<file path="config.mk">
export PLATFORM = sky130hd
export DESIGN_NAME = rsli_top
export DESIGN_NICKNAME = d
export VERILOG_FILES = /design/src/include/rsli_pkg.sv /design/src/verilog/rsli_top.sv
export SDC_FILE = /design/constraint.sdc
export NUM_CORES = 2
export LEC_CHECK = 0
export ABC_AREA = 1
export BUFFER_PORTS_ARGS = -buffer_cell sky130_fd_sc_hd__buf_4
export CORE_MARGIN = 2
export CORE_UTILIZATION = 54
export DETAILED_ROUTE_END_ITERATION = 16
export PLACE_DENSITY = 0.76
export SLEW_MARGIN = 15
export SYNTH_ARGS = -nofsm -noshare
export SYNTH_HDL_FRONTEND = slang
export SYNTH_SLANG_ARGS = --single-unit
</file>
<file path="constraint.sdc">
create_clock -name clk -period 17.7 [get_ports clk]
set_input_delay 0 -clock clk [delete_from_list [all_inputs] [get_ports clk]]
set_output_delay 0 -clock clk [all_outputs]
set_load 0.05 [all_outputs]
</file>
<file path="src/include/rsli_pkg.sv">
// =====================================================================
// rsli_pkg: constants and carrier types for the reference scaling and
// logic input block.
// assumes a 32-bit AXI4-Lite register bus and one 250 MHz clock.
// =====================================================================
package rsli_pkg;

    // =================================================================
    // register byte offsets
    localparam logic [7:0] OFS_INPUT3_GAIN = 8'h00;
    localparam logic [7:0] OFS_INPUT4_GAIN = 8'h04;
    localparam logic [7:0] OFS_SPEED_REF_GAIN = 8'h08;
    localparam logic [7:0] OFS_AOUT1_GAIN = 8'h0c;
    localparam logic [7:0] OFS_AOUT2_GAIN = 8'h10;
    localparam logic [7:0] OFS_AOUT3_GAIN = 8'h14;
    localparam logic [7:0] OFS_ENC_REF_GAIN = 8'h18;
    localparam logic [7:0] OFS_CONTROL = 8'h1c;
    localparam logic [7:0] OFS_INPUT_STATE = 8'h20;
    localparam logic [7:0] OFS_IRQ_STATUS = 8'h24;
    localparam logic [7:0] OFS_IRQ_MASK = 8'h28;

    // =================================================================
    // values after reset and scaling figures
    localparam logic [10:0] GAIN_UNITY = 11'h3e8;
    localparam logic [10:0] GAIN_MAX = 11'h7cf;
    localparam logic [10:0] ENC_GAIN_RESET = 11'h1a3;
    localparam logic signed [10:0] FULL_SCALE = 11'sh3e8;
    localparam logic [15:0] LOOP_LOSS_UA = 16'hdac;
    localparam logic [15:0] OFFSET_4MA_UA = 16'hfa0;
    localparam logic [1:0] IRQ_RESET = 2'h0;

    // =================================================================
    // axi response codes
    localparam logic [1:0] RESP_OKAY = 2'h0;
    localparam logic [1:0] RESP_SLVERR = 2'h2;

    // control word, bits 4..0 of the control register
    typedef struct packed {
        logic normal_logic_disable;
        logic current_range_select_high;
        logic current_range_select_low;
        logic voltage_current_select;
        logic reference_source_select;
    } rsli_ctrl_type;

    // synchronised logic terminals, bits 4..0 of the state register
    typedef struct packed {
        logic run_forward;
        logic run_reverse;
        logic inch_forward;
        logic inch_reverse;
        logic run_permit;
    } rsli_pins_type;

    // sticky events: bit 1 permit lost, bit 0 current loop lost
    typedef struct packed {
        logic permit_lost;
        logic loop_loss;
    } rsli_evt_type;

endpackage

</file>
<file path="src/verilog/rsli_top.sv">
// reference scaling and logic input conditioning for a motor drive.
// assumes analog readings and the reference current arrive already
// sampled on clk; the five logic terminals are asynchronous pins.
`timescale 1ns/10ps

module rsli_top import rsli_pkg::*; #(
    parameter int ADDR_W = 8
) (
    // clock and reset
    input wire logic clk,
    input wire logic rstn,
    // axi4-lite write
    input wire logic [ADDR_W-1:0] awaddr,
    input wire logic awvalid,
    output logic awready,
    input wire logic [31:0] wdata,
    input wire logic [3:0] wstrb,
    input wire logic wvalid,
    output logic wready,
    output logic [1:0] bresp,
    output logic bvalid,
    input wire logic bready,
    // axi4-lite read
    input wire logic [ADDR_W-1:0] araddr,
    input wire logic arvalid,
    output logic arready,
    output logic [31:0] rdata,
    output logic [1:0] rresp,
    output logic rvalid,
    input wire logic rready,
    // analog readings, +/-1000 full scale, and loop current in uA
    input wire logic signed [10:0] general_input_3,
    input wire logic signed [10:0] general_input_4,
    input wire logic signed [10:0] speed_reference_reading,
    input wire logic signed [15:0] encoder_reference,
    input wire logic [15:0] reference_current_ua,
    input wire logic signed [10:0] analog_output1_source,
    input wire logic signed [10:0] analog_output2_source,
    input wire logic signed [10:0] analog_output3_source,
    // logic terminals and ramp hold
    input wire logic run_permit_input,
    input wire logic inch_reverse_input,
    input wire logic inch_forward_input,
    input wire logic run_reverse_input,
    input wire logic run_forward_input,
    input wire logic ramp_hold_active,
    // conditioned results
    output logic signed [10:0] general_input_3_scaled,
    output logic signed [10:0] general_input_4_scaled,
    output logic signed [10:0] pre_ramp_reference,
    output logic signed [10:0] analog_output1,
    output logic signed [10:0] analog_output2,
    output logic signed [10:0] analog_output3,
    output logic loop_loss_trip,
    output logic drive_stop,
    output logic ramp_freeze,
    output logic inch_reverse_cmd,
    output logic inch_forward_cmd,
    output logic run_reverse_cmd,
    output logic run_forward_cmd,
    output logic irq
);

    // =================================================================
    // helpers
    function automatic logic signed [10:0] scale_sat(input logic signed [15:0] x,
                                                     input logic [10:0] g);
        logic signed [27:0] xe;
        logic signed [27:0] ge;
        logic signed [27:0] q;
        xe = 28'(x);
        ge = 28'($signed({1'b0, g}));
        q = (xe * ge) / 28'sd1000;
        if (q > 28'(FULL_SCALE)) begin
            q = 28'(FULL_SCALE);
        end else if (q < -28'(FULL_SCALE)) begin
            q = -28'(FULL_SCALE);
        end
        return 11'(q);
    endfunction

    // current loop to 0..1000 reference; 4 mA ranges span 16 mA
    function automatic logic signed [10:0] loop_to_ref(input logic [15:0] ua,
                                                       input logic [1:0] rng);
        logic [15:0] c;
        logic [15:0] v;
        c = (rng[1] && ua > OFFSET_4MA_UA) ? 16'(ua - OFFSET_4MA_UA) :
            (rng[1] ? 16'h0 : ua);
        v = rng[1] ? 16'(c / 16'd16) : 16'(c / 16'd20);
        if (v > 16'(FULL_SCALE)) begin
            v = 16'(FULL_SCALE);
        end
        if (rng[0]) begin
            v = 16'(16'(FULL_SCALE) - v);
        end
        return 11'(v);
    endfunction

    function automatic logic [10:0] clip_gain(input logic [31:0] w);
        return (w[31:11] != 21'h0 || w[10:0] > GAIN_MAX) ? GAIN_MAX : w[10:0];
    endfunction

    // =================================================================
    // pin synchronisers
    rsli_pins_type pins_meta_q;
    rsli_pins_type pins_q;

    always_ff @(posedge clk or negedge rstn) begin
        if (!rstn) begin
            pins_meta_q <= '0;
            pins_q <= '0;
        end else begin
            pins_meta_q <= {run_forward_input, run_reverse_input, inch_forward_input,
                            inch_reverse_input, run_permit_input};
            pins_q <= pins_meta_q;
        end
    end

    // =================================================================
    // registers
    logic [10:0] in3_gain_q, in4_gain_q, spd_gain_q, ao1_gain_q, ao2_gain_q, ao3_gain_q;
    logic [10:0] enc_gain_q;
    rsli_ctrl_type ctrl_q;
    rsli_evt_type irq_status_q, irq_mask_q, evt;
    logic [ADDR_W-1:0] aw_addr_q;
    logic [31:0] w_data_q;
    logic aw_full_q, w_full_q;
    logic w_lane0_q;
    logic do_write;
    logic [7:0] waddr;

    assign do_write = aw_full_q && w_full_q && !bvalid;
    assign waddr = 8'(aw_addr_q);

    // address and data may arrive in either order; one write at a time
    always_ff @(posedge clk or negedge rstn) begin
        if (!rstn) begin
            awready <= 1'b0;
            wready <= 1'b0;
            aw_full_q <= 1'b0;
            w_full_q <= 1'b0;
            aw_addr_q <= '0;
            w_data_q <= '0;
            w_lane0_q <= 1'b0;
            bvalid <= 1'b0;
            bresp <= RESP_OKAY;
        end else begin
            if (awvalid && awready) begin
                awready <= 1'b0;
                aw_full_q <= 1'b1;
                aw_addr_q <= awaddr;
            end else if (!aw_full_q && !bvalid) begin
                awready <= 1'b1;
            end
            if (wvalid && wready) begin
                wready <= 1'b0;
                w_full_q <= 1'b1;
                w_data_q <= wdata;
                w_lane0_q <= wstrb[0];
            end else if (!w_full_q && !bvalid) begin
                wready <= 1'b1;
            end
            if (do_write) begin
                bvalid <= 1'b1;
                aw_full_q <= 1'b0;
                w_full_q <= 1'b0;
                bresp <= (waddr > OFS_IRQ_MASK || waddr[1:0] != 2'h0 ||
                          waddr == OFS_INPUT_STATE) ? RESP_SLVERR : RESP_OKAY;
            end else if (bvalid && bready) begin
                bvalid <= 1'b0;
            end
        end
    end

    // byte lanes: only the low byte lane strobe is checked, so a write without
    // lane 0 changes nothing and the upper lanes are taken whatever their strobes
    always_ff @(posedge clk or negedge rstn) begin
        if (!rstn) begin
            in3_gain_q <= GAIN_UNITY;
            in4_gain_q <= GAIN_UNITY;
            spd_gain_q <= GAIN_UNITY;
            ao1_gain_q <= GAIN_UNITY;
            ao2_gain_q <= GAIN_UNITY;
            ao3_gain_q <= GAIN_UNITY;
            enc_gain_q <= ENC_GAIN_RESET;
            ctrl_q <= '0;
            irq_mask_q <= IRQ_RESET;
        end else if (do_write && w_lane0_q) begin
            unique case (waddr)
                OFS_INPUT3_GAIN: in3_gain_q <= clip_gain(w_data_q);
                OFS_INPUT4_GAIN: in4_gain_q <= clip_gain(w_data_q);
                OFS_SPEED_REF_GAIN: spd_gain_q <= clip_gain(w_data_q);
                OFS_AOUT1_GAIN: ao1_gain_q <= clip_gain(w_data_q);
                OFS_AOUT2_GAIN: ao2_gain_q <= clip_gain(w_data_q);
                OFS_AOUT3_GAIN: ao3_gain_q <= clip_gain(w_data_q);
                OFS_ENC_REF_GAIN: enc_gain_q <= clip_gain(w_data_q);
                OFS_CONTROL: ctrl_q <= rsli_ctrl_type'(w_data_q[4:0]);
                OFS_IRQ_MASK: irq_mask_q <= rsli_evt_type'(w_data_q[1:0]);
                default: ;
            endcase
        end
    end

    // a new event beats a write-one-to-clear in the same cycle
    always_ff @(posedge clk or negedge rstn) begin
        if (!rstn) begin
            irq_status_q <= IRQ_RESET;
            irq <= 1'b0;
        end else begin
            if (do_write && w_lane0_q && waddr == OFS_IRQ_STATUS) begin
                irq_status_q <= (irq_status_q & ~rsli_evt_type'(w_data_q[1:0])) | evt;
            end else begin
                irq_status_q <= irq_status_q | evt;
            end
            irq <= |(irq_status_q & irq_mask_q);
        end
    end

    // =================================================================
    // read channel
    logic [31:0] rd_word;
    logic rd_err;
    logic [7:0] raddr;

    assign raddr = 8'(araddr);

    always_comb begin
        rd_word = 32'h0;
        rd_err = 1'b0;
        unique case (raddr)
            OFS_INPUT3_GAIN: rd_word = {21'h0, in3_gain_q};
            OFS_INPUT4_GAIN: rd_word = {21'h0, in4_gain_q};
            OFS_SPEED_REF_GAIN: rd_word = {21'h0, spd_gain_q};
            OFS_AOUT1_GAIN: rd_word = {21'h0, ao1_gain_q};
            OFS_AOUT2_GAIN: rd_word = {21'h0, ao2_gain_q};
            OFS_AOUT3_GAIN: rd_word = {21'h0, ao3_gain_q};
            OFS_ENC_REF_GAIN: rd_word = {21'h0, enc_gain_q};
            OFS_CONTROL: rd_word = {27'h0, ctrl_q};
            // live terminal levels plus trip and latched run commands
            OFS_INPUT_STATE: rd_word = {24'h0, run_reverse_cmd, run_forward_cmd,
                                        loop_loss_trip, pins_q};
            OFS_IRQ_STATUS: rd_word = {30'h0, irq_status_q};
            OFS_IRQ_MASK: rd_word = {30'h0, irq_mask_q};
            default: rd_err = 1'b1;
        endcase
    end

    always_ff @(posedge clk or negedge rstn) begin
        if (!rstn) begin
            arready <= 1'b0;
            rvalid <= 1'b0;
            rdata <= 32'h0;
            rresp <= RESP_OKAY;
        end else begin
            if (arvalid && arready) begin
                arready <= 1'b0;
                rvalid <= 1'b1;
                rdata <= rd_word;
                rresp <= rd_err ? RESP_SLVERR : RESP_OKAY;
            end else if (rvalid && rready) begin
                rvalid <= 1'b0;
            end else if (!rvalid) begin
                arready <= 1'b1;
            end
        end
    end

    // =================================================================
    // reference path
    logic signed [10:0] analog_ref;
    logic signed [10:0] ref_sel;
    logic loop_low;
    logic permit_seen_q;

    // the 3.5 mA loss limit is only checked on offset ranges in current mode
    assign loop_low = ctrl_q.voltage_current_select && ctrl_q.current_range_select_high &&
                      reference_current_ua < LOOP_LOSS_UA;
    assign analog_ref = ctrl_q.voltage_current_select ?
        loop_to_ref(reference_current_ua, {ctrl_q.current_range_select_high,
                                           ctrl_q.current_range_select_low}) :
        speed_reference_reading;
    assign ref_sel = ctrl_q.reference_source_select ?
        scale_sat(encoder_reference, enc_gain_q) :
        scale_sat(16'(analog_ref), spd_gain_q);
    // falling edge only, so a permit that is low out of reset raises no event
    assign evt = '{permit_lost: !pins_q.run_permit && permit_seen_q,
                   loop_loss: loop_low && !loop_loss_trip};

    always_ff @(posedge clk or negedge rstn) begin
        if (!rstn) begin
            general_input_3_scaled <= '0;
            general_input_4_scaled <= '0;
            pre_ramp_reference <= '0;
            analog_output1 <= '0;
            analog_output2 <= '0;
            analog_output3 <= '0;
            loop_loss_trip <= 1'b0;
            permit_seen_q <= 1'b0;
        end else begin
            general_input_3_scaled <= scale_sat(16'(general_input_3), in3_gain_q);
            general_input_4_scaled <= scale_sat(16'(general_input_4), in4_gain_q);
            pre_ramp_reference <= pins_q.run_permit ? ref_sel : 11'sh0;
            analog_output1 <= scale_sat(16'(analog_output1_source), ao1_gain_q);
            analog_output2 <= scale_sat(16'(analog_output2_source), ao2_gain_q);
            analog_output3 <= scale_sat(16'(analog_output3_source), ao3_gain_q);
            loop_loss_trip <= loop_low;
            permit_seen_q <= pins_q.run_permit;
        end
    end

    // =================================================================
    // logic input commands
    logic normal_mode;

    assign normal_mode = !ctrl_q.normal_logic_disable;

    always_ff @(posedge clk or negedge rstn) begin
        if (!rstn) begin
            drive_stop <= 1'b0;
            ramp_freeze <= 1'b0;
            inch_reverse_cmd <= 1'b0;
            inch_forward_cmd <= 1'b0;
            run_reverse_cmd <= 1'b0;
            run_forward_cmd <= 1'b0;
        end else begin
            drive_stop <= !pins_q.run_permit && !ramp_hold_active;
            ramp_freeze <= !pins_q.run_permit && ramp_hold_active;
            inch_reverse_cmd <= normal_mode && pins_q.inch_reverse;
            inch_forward_cmd <= normal_mode && pins_q.inch_forward;
            // a lost permit clears the latch even if the run input is held
            run_reverse_cmd <= pins_q.run_permit && normal_mode &&
                               (run_reverse_cmd || pins_q.run_reverse);
            run_forward_cmd <= pins_q.run_permit && normal_mode &&
                               (run_forward_cmd || pins_q.run_forward);
        end
    end
endmodule
</file>
# [Word-level counts from Yosys, hierarchy flattened]
# Index checks and enable logic that the tools add are counted.
[totals] register_bits=255 latchBits=0 ramBits=0 mem_bits_ro=0 in_bits=163 output_inout_bits=115 word_cells=216 mem_count=0
[classes] n_addsub=2 mul=7 div_mod_pow=8 order_cmp=19 n_eq_ne=22 shifts=0 muxes=42 bitwise_logic=5 reduce_logical=57
[ops] cell="$mux 11" n=20
[ops] cell="$div 28x11->28 const B" n=7
[ops] cell="$gt 28x11->1 const B" n=7
[ops] cell="$lt 28x11->1 const B" n=7
[ops] cell="$mul 11x12->23" n=6
[ops] cell="$pmux 11 s11" n=1
[ops] cell="$eq 8x5->1 const B" n=8
[ops] cell="$eq 8x6->1 const B" n=6
[ops] cell="$mux 16" n=3
[ops] cell="$eq 8x4->1 const B" n=4
[ops] cell="$mul 16x12->28" n=1
[ops] cell="$logic_and 1x1->1" n=23
[ops] cell="$reduce_bool 21->1" n=1
[ops] cell="$reduce_and 2->1" n=10
[ops] cell="$div 16x5->16 const B" n=1
[ops] cell="$eq 8x3->1 const B" n=2
[ops] cell="$gt 16x10->1 const B" n=1
[ops] cell="$gt 16x12->1 const B" n=1
[ops] cell="$logic_not 8->1" n=2
[ops] cell="$lt 16x12->1 const B" n=1
[ops] cell="$sub 16x12->16 const B" n=1
[ops] cell="$mux 1" n=15
[ops] cell="$reduce_bool 2->1" n=7
[ops] cell="$gt 11x11->1 const B" n=1
[ops] cell="other kinds (12)" n=26

# [Depth between registers and ports, before layout]
[logic_depth] ltp_word=17 depth_mapped=193 ltp_nobuf=193

# [Worst setup path after synthesis]
# No wires, ideal clock.
[synth_path] kind="register -> register" startpoint="register ctrl_q[3] (netlist name)" endpoint="register pre_ramp_reference[6]" setup_time_ps=116 arrival_ps=17997 t_required_ps=17584 setup_slack_ps=-413 stages_incl_launch_ff=162 path_buffers=0 synth_period_minus_slack_ps=18113 path_cell_list="dfrtp_1 inv_2 or2_1 nor2_1 nand3_1 xor2_1 nor2_2 bufinv_8 o2111ai_1 inv_1 a21oi_4 nand2_4 nand2_4 nand2_2 nand2_1 inv_2 nand2_2 nand2_2 [... 126 more ...] nand3_2 nand2_4 nand2_1 nand2_2 nand2_2 nand3_2 nand2_4 nor3_1 nand3_2 or2_4 nand2_4 nand2_1 nor2_1 nand2_1 nand2_2 nand2_2 nor2_1 nor2_1"
[synth_via] elab_chain_len=16 elab_cells_between_ends=18 classes_between="add/sub (1); mul (1); div (2); order compare (3); mux (10); reduce/logical (1)"
[synth_lines] item="from (decl)" line_no="rsli_top.sv:123" source="rsli_ctrl_type ctrl_q;"
[synth_lines] item="from (signal assigned)" line_no="rsli_top.sv:197" source="OFS_CONTROL: ctrl_q <= rsli_ctrl_type'(w_data_q[4:0]);"
[synth_lines] item="$mux 16 or $logic_and 1x1->1 (tied branches)" line_no="rsli_top.sv:88, rsli_top.sv:87"
[synth_lines] item="$mux 16" line_no="rsli_top.sv:87" source="c = (rng[1] && ua > OFFSET_4MA_UA) ? 16'(ua - OFFSET_4MA_UA) :"
[synth_lines] item="$div 16x5->16" line_no="rsli_top.sv:89" source="v = rng[1] ? 16'(c / 16'd16) : 16'(c / 16'd20);"
[synth_lines] item="$mux 16 (*)" line_no="rsli_top.sv:89"
[synth_lines] item="$gt 16x10->1" line_no="rsli_top.sv:90" source="if (v > 16'(FULL_SCALE)) begin"
[synth_lines] item="$mux 11 (*)" line_no="rsli_top.sv:90"
[synth_lines] item="$sub 10x11->11" line_no="rsli_top.sv:94" source="v = 16'(16'(FULL_SCALE) - v);"
[synth_lines] item="$mux 11 (*)" line_no="rsli_top.sv:93" source="if (rng[0]) begin"
[synth_lines] item="$mux 11 (*)" line_no="rsli_top.sv:278" source="assign analog_ref = ctrl_q.voltage_current_select ?"
[synth_lines] item="$mul 11x12->23 (*)" line_no="rsli_top.sv:73" source="q = (xe * ge) / 28'sd1000;"
[synth_lines] item="$div 28x11->28 (*)" line_no="rsli_top.sv:73"
[synth_lines] item="$lt 28x11->1" line_no="rsli_top.sv:76" source="end else if (q < -28'(FULL_SCALE)) begin"
[synth_lines] item="$mux 11" line_no="rsli_top.sv:76"
[synth_lines] item="$mux 11 (*)" line_no="rsli_top.sv:74" source="if (q > 28'(FULL_SCALE)) begin"
[synth_lines] item="$mux 11 (*)" line_no="rsli_top.sv:282" source="assign ref_sel = ctrl_q.reference_source_select ?"
[synth_lines] item="$mux 11 (*)" line_no="rsli_top.sv:302" source="pre_ramp_reference <= pins_q.run_permit ? ref_sel : 11'sh0;"
[synth_lines] item="to (signal assigned)" line_no="rsli_top.sv:302"
[synth_lines] item="to (decl)" line_no="rsli_top.sv:50" source="output logic signed [10:0] pre_ramp_reference,"
# Every way passes the cells marked *; elsewhere a longest branch is shown, timed or not.
# A chain may end at the register's enable or synchronous reset.

# [Final worst setup path]
[layout_path] startpoint="register ctrl_q[3] (netlist name)" endpoint="register pre_ramp_reference[8]"
# Same word-level chain as after synthesis.

==> run summary <==
status -> finished with violations
failing checks -> setup timing
vias in the first global route -> 61900
Slew Viols, Final -> 0
CP dominant cell by count -> nand2_4
DIE WIDTH -> 350 µm
number of synthesized flops with an enable pin -> 0
initial drt markers -> 5267
Synth cell types -> 94
detailed-router iteration count before antenna repair -> 8
share of cells above drive strength 1 -> 29.9%
GR Layer Usage met3 -> 4.63%
global-route wire length before repair -> 295000 µm
slew of the pin with the lowest slew margin -> 1.16 ns
Final Cycle Share -> 108%
Rows -> 126
Period minus WS final -> 19.08 ns
Remaining DRCs -> 0
#FFs+latches synth -> 232
clk slew on worst S/H paths -> 0.06 ns
CP Data Required Time -> 18.23 ns
H-tree depth -> 2
Num CTS Buffers -> 34
Overflow after GRT -> 0
Die Area -> 0.122 mm²
RSZ-0062 raised after global routing -> true
clock buffer depth -> 3
Post-DP HPWL -> 148000 µm
Setup CP Type -> reg2reg
Vias -> 67100
synth-to-layout area growth -> 30.0%
sequential area share after synthesis -> 9.07%
largest net degree at the start of global routing -> 149
gr busiest metal -> met2
crit start category -> flop
initial antenna violation count -> 19
IO Count -> 278
Cells after Synth -> 9710
Finished Layout Cells -> 12500
CTS tree -> built
Layout Nets -> 12300
DRT antenna net count -> 0
post-route setup slack -> -1.38 ns
Die Ht -> 350 µm
Via density -> 5.35
Crit path largest cell delay -> 0.57 ns
syn_area_per_cell -> 6.65 µm²
synth warn -> 0
critical path arrival -> 19.62 ns
Critical-path top delay cell -> fa_1
overall routed net length -> 204000 µm
fmax -> 52.4 MHz
final hold vios -> 0
Max-cap violations -> 0
met1 usage -> 37.0%
Placed Cells -> 11900
CP max FO -> 8
Worst-Skew Late Latency -> 0.61 ns
ys flop type -> dfrtp_1
initial core utilization -> 54.6%
Worst Skew -> 0.0225 ns
met2 Use GR -> 50.4%
CTS Root Cell -> clkbuf_16
I/O Buffers -> 251
Setup Viol. Count Final -> 33
Cell Area, Synth -> 0.0645 mm²
CORE AREA -> 0.118 mm²
Placer Congestion -> 0.990
Synth async-reset ratio -> 100%
Slew HR -> 21.8%
DR WL/cell -> 16.3 µm
crit path capture type -> flop
gr usage total -> 29.2%
min-delay worst type -> in2reg
total clock sinks -> 232
-- path summary, 6_finish.rpt --
| path | startpoint | cells past startpoint | to | slack [ns] |
|---|---|---|---|---|
| setup / recovery | ctrl_q[3] | 166 | pre_ramp_reference[8] | -1.38 |
| max in group asynchronous | rstn | 4 | analog_output1[2] | 15.70 |
| hold / removal | run_reverse_input | 2 | pins_meta_q[3] | 0.04 |
| setup reg to reg | ctrl_q[3] | 166 | pre_ramp_reference[8] | -1.38 |
| min in group asynchronous | rstn | 3 | general_input_4_scaled[3] | 0.47 |
| hold reg to reg | pins_meta_q[1] | 0 | pins_q[1] | 0.35 |
-- final cells by class --
| cell class | count | area [µm²] |
|---|---|---|
| diodes | 10 | 25.0 |
| clock buffers | 42 | 932 |
| clock inverters | 17 | 139 |
| fillers | 8749 | 34400 |
| inverters | 2203 | 8460 |
| multi-input cells | 7058 | 55200 |
| flip-flops and latches | 232 | 5910 |
| well taps | 1536 | 1920 |
| repair buffers | 1442 | 11300 |
-- cell usage in the layout (no fill, tap or decap), types with 127 or more instances in the layout --
| cell type | n |
|---|---|
| nor2_1 | 496 |
| fa_1 | 634 |
| o21ai_0 | 223 |
| xor2_1 | 354 |
| ha_1 | 447 |
| dfrtp_1 | 172 |
| nand2_2 | 413 |
| nand3_1 | 374 |
| nor2_2 | 127 |
| inv_1 | 1935 |
| nand2_4 | 226 |
| inv_2 | 203 |
| nand2_1 | 2323 |
| buf_4 | 1312 |
| a21oi_1 | 149 |
-- registers in the layout, indices dropped and copies added (netlist names), 2 cells and up --
signal	cells
w_data_q	32
enc_gain_q	11
ao1_gain_q	11
in3_gain_q	11
general_input_3_scaled	11
in4_gain_q	11
irq_mask_q	2
ao2_gain_q	11
rdata	11
analog_output2	11
pins_meta_q	5
irq_status_q	2
pins_q	5
pre_ramp_reference	11
general_input_4_scaled	11
spd_gain_q	11
aw_addr_q	8
ctrl_q	5
ao3_gain_q	11
analog_output1	11
analog_output3	11
-- stage by stage --
step / setup WS, ns / setup TNS [ns] / util (%) / cell area (µm²) / hold slack [ns]
detailed placement: -1.57 / -22.12 / 61.1 / 72300 / 0.0178
global placement: -0.822 / -8.61 / 61.1 / 72300 / 0.0129
floorplan: 0.0126 / 0 / - / 64700 / -0.296
finish: -1.38 / -17.79 / 70.9 / 83900 / 0.0395
CTS: -0.807 / -8.23 / 63.7 / 75300 / 0.0252
global route: -2.53 / -78.04 / 70.9 / 83900 / 0.0549
-- metal layers --
layer	vias up	wire [µm]
met2	2676	101000
met4	16	9150
met5	-	99
li1	31700	-
met1	32100	79200
met3	649	14900
-- cell usage after synthesis (29+ instances only) --
master	n	area (µm²)
a21oi_1	208	1040
clkbuf_1	184	691
clkinv_1	29	109
dfrtp_1	191	4780
dfstp_2	41	1080
fa_1	647	13000
ha_1	503	6290
inv_1	2053	7710
inv_2	105	394
nand2_1	2658	9980
nand2_2	236	1480
nand2_4	72	811
nand3_1	466	2330
nand3_2	58	581
nand3b_1	33	248
nand4_1	108	676
nor2_1	629	2360
nor2_2	79	494
nor3_1	88	440
nor4_1	30	188
o21ai_0	267	1340
o21ai_1	77	385
o21ai_2	30	263
o21bai_1	33	248
or2_2	35	219
xnor2_1	73	639
xor2_1	437	3830
-- logic make-up (layout without fill, tap and decap cells) --
family,after synthesis,after routing,share of synthesized area [%]
compound gates,780,780,7.22
xor+xnor,517,517,7.10
fa+ha+maj,1150,1150,29.8
buf+inv,2446,3704,14.8
flops,232,232,9.07
mux,1,1,0.0155
other cells,1,33,0.00581
simple gates,4583,4587,32.0
-- timing repair --
action                                  in CTS  in global routing
hold buffers                                61                  0
gates resized for setup                    204               1369
setup buffers                               69                410
pin swaps                                  170                807
endpoints found under the setup margin      44                 66
hold endpoints to repair                   148                  0
cloned                                       0                  4
-- worst max-delay path: cells and delay by family (launching register included) --
family / cells / cell delay, ns
AO/OA/AOI/OAI: 16 / 2.50
flip-flops: 1 / 0.44
AND/OR/NAND/NOR: 114 / 10.44
adder cells (fa/ha/maj): 6 / 2.62
buffers and inverters: 28 / 2.70
XOR/XNOR: 2 / 0.31
Power is not shown: default switching activity piles up to over one toggle a cycle in this logic, so the estimate is an artifact.
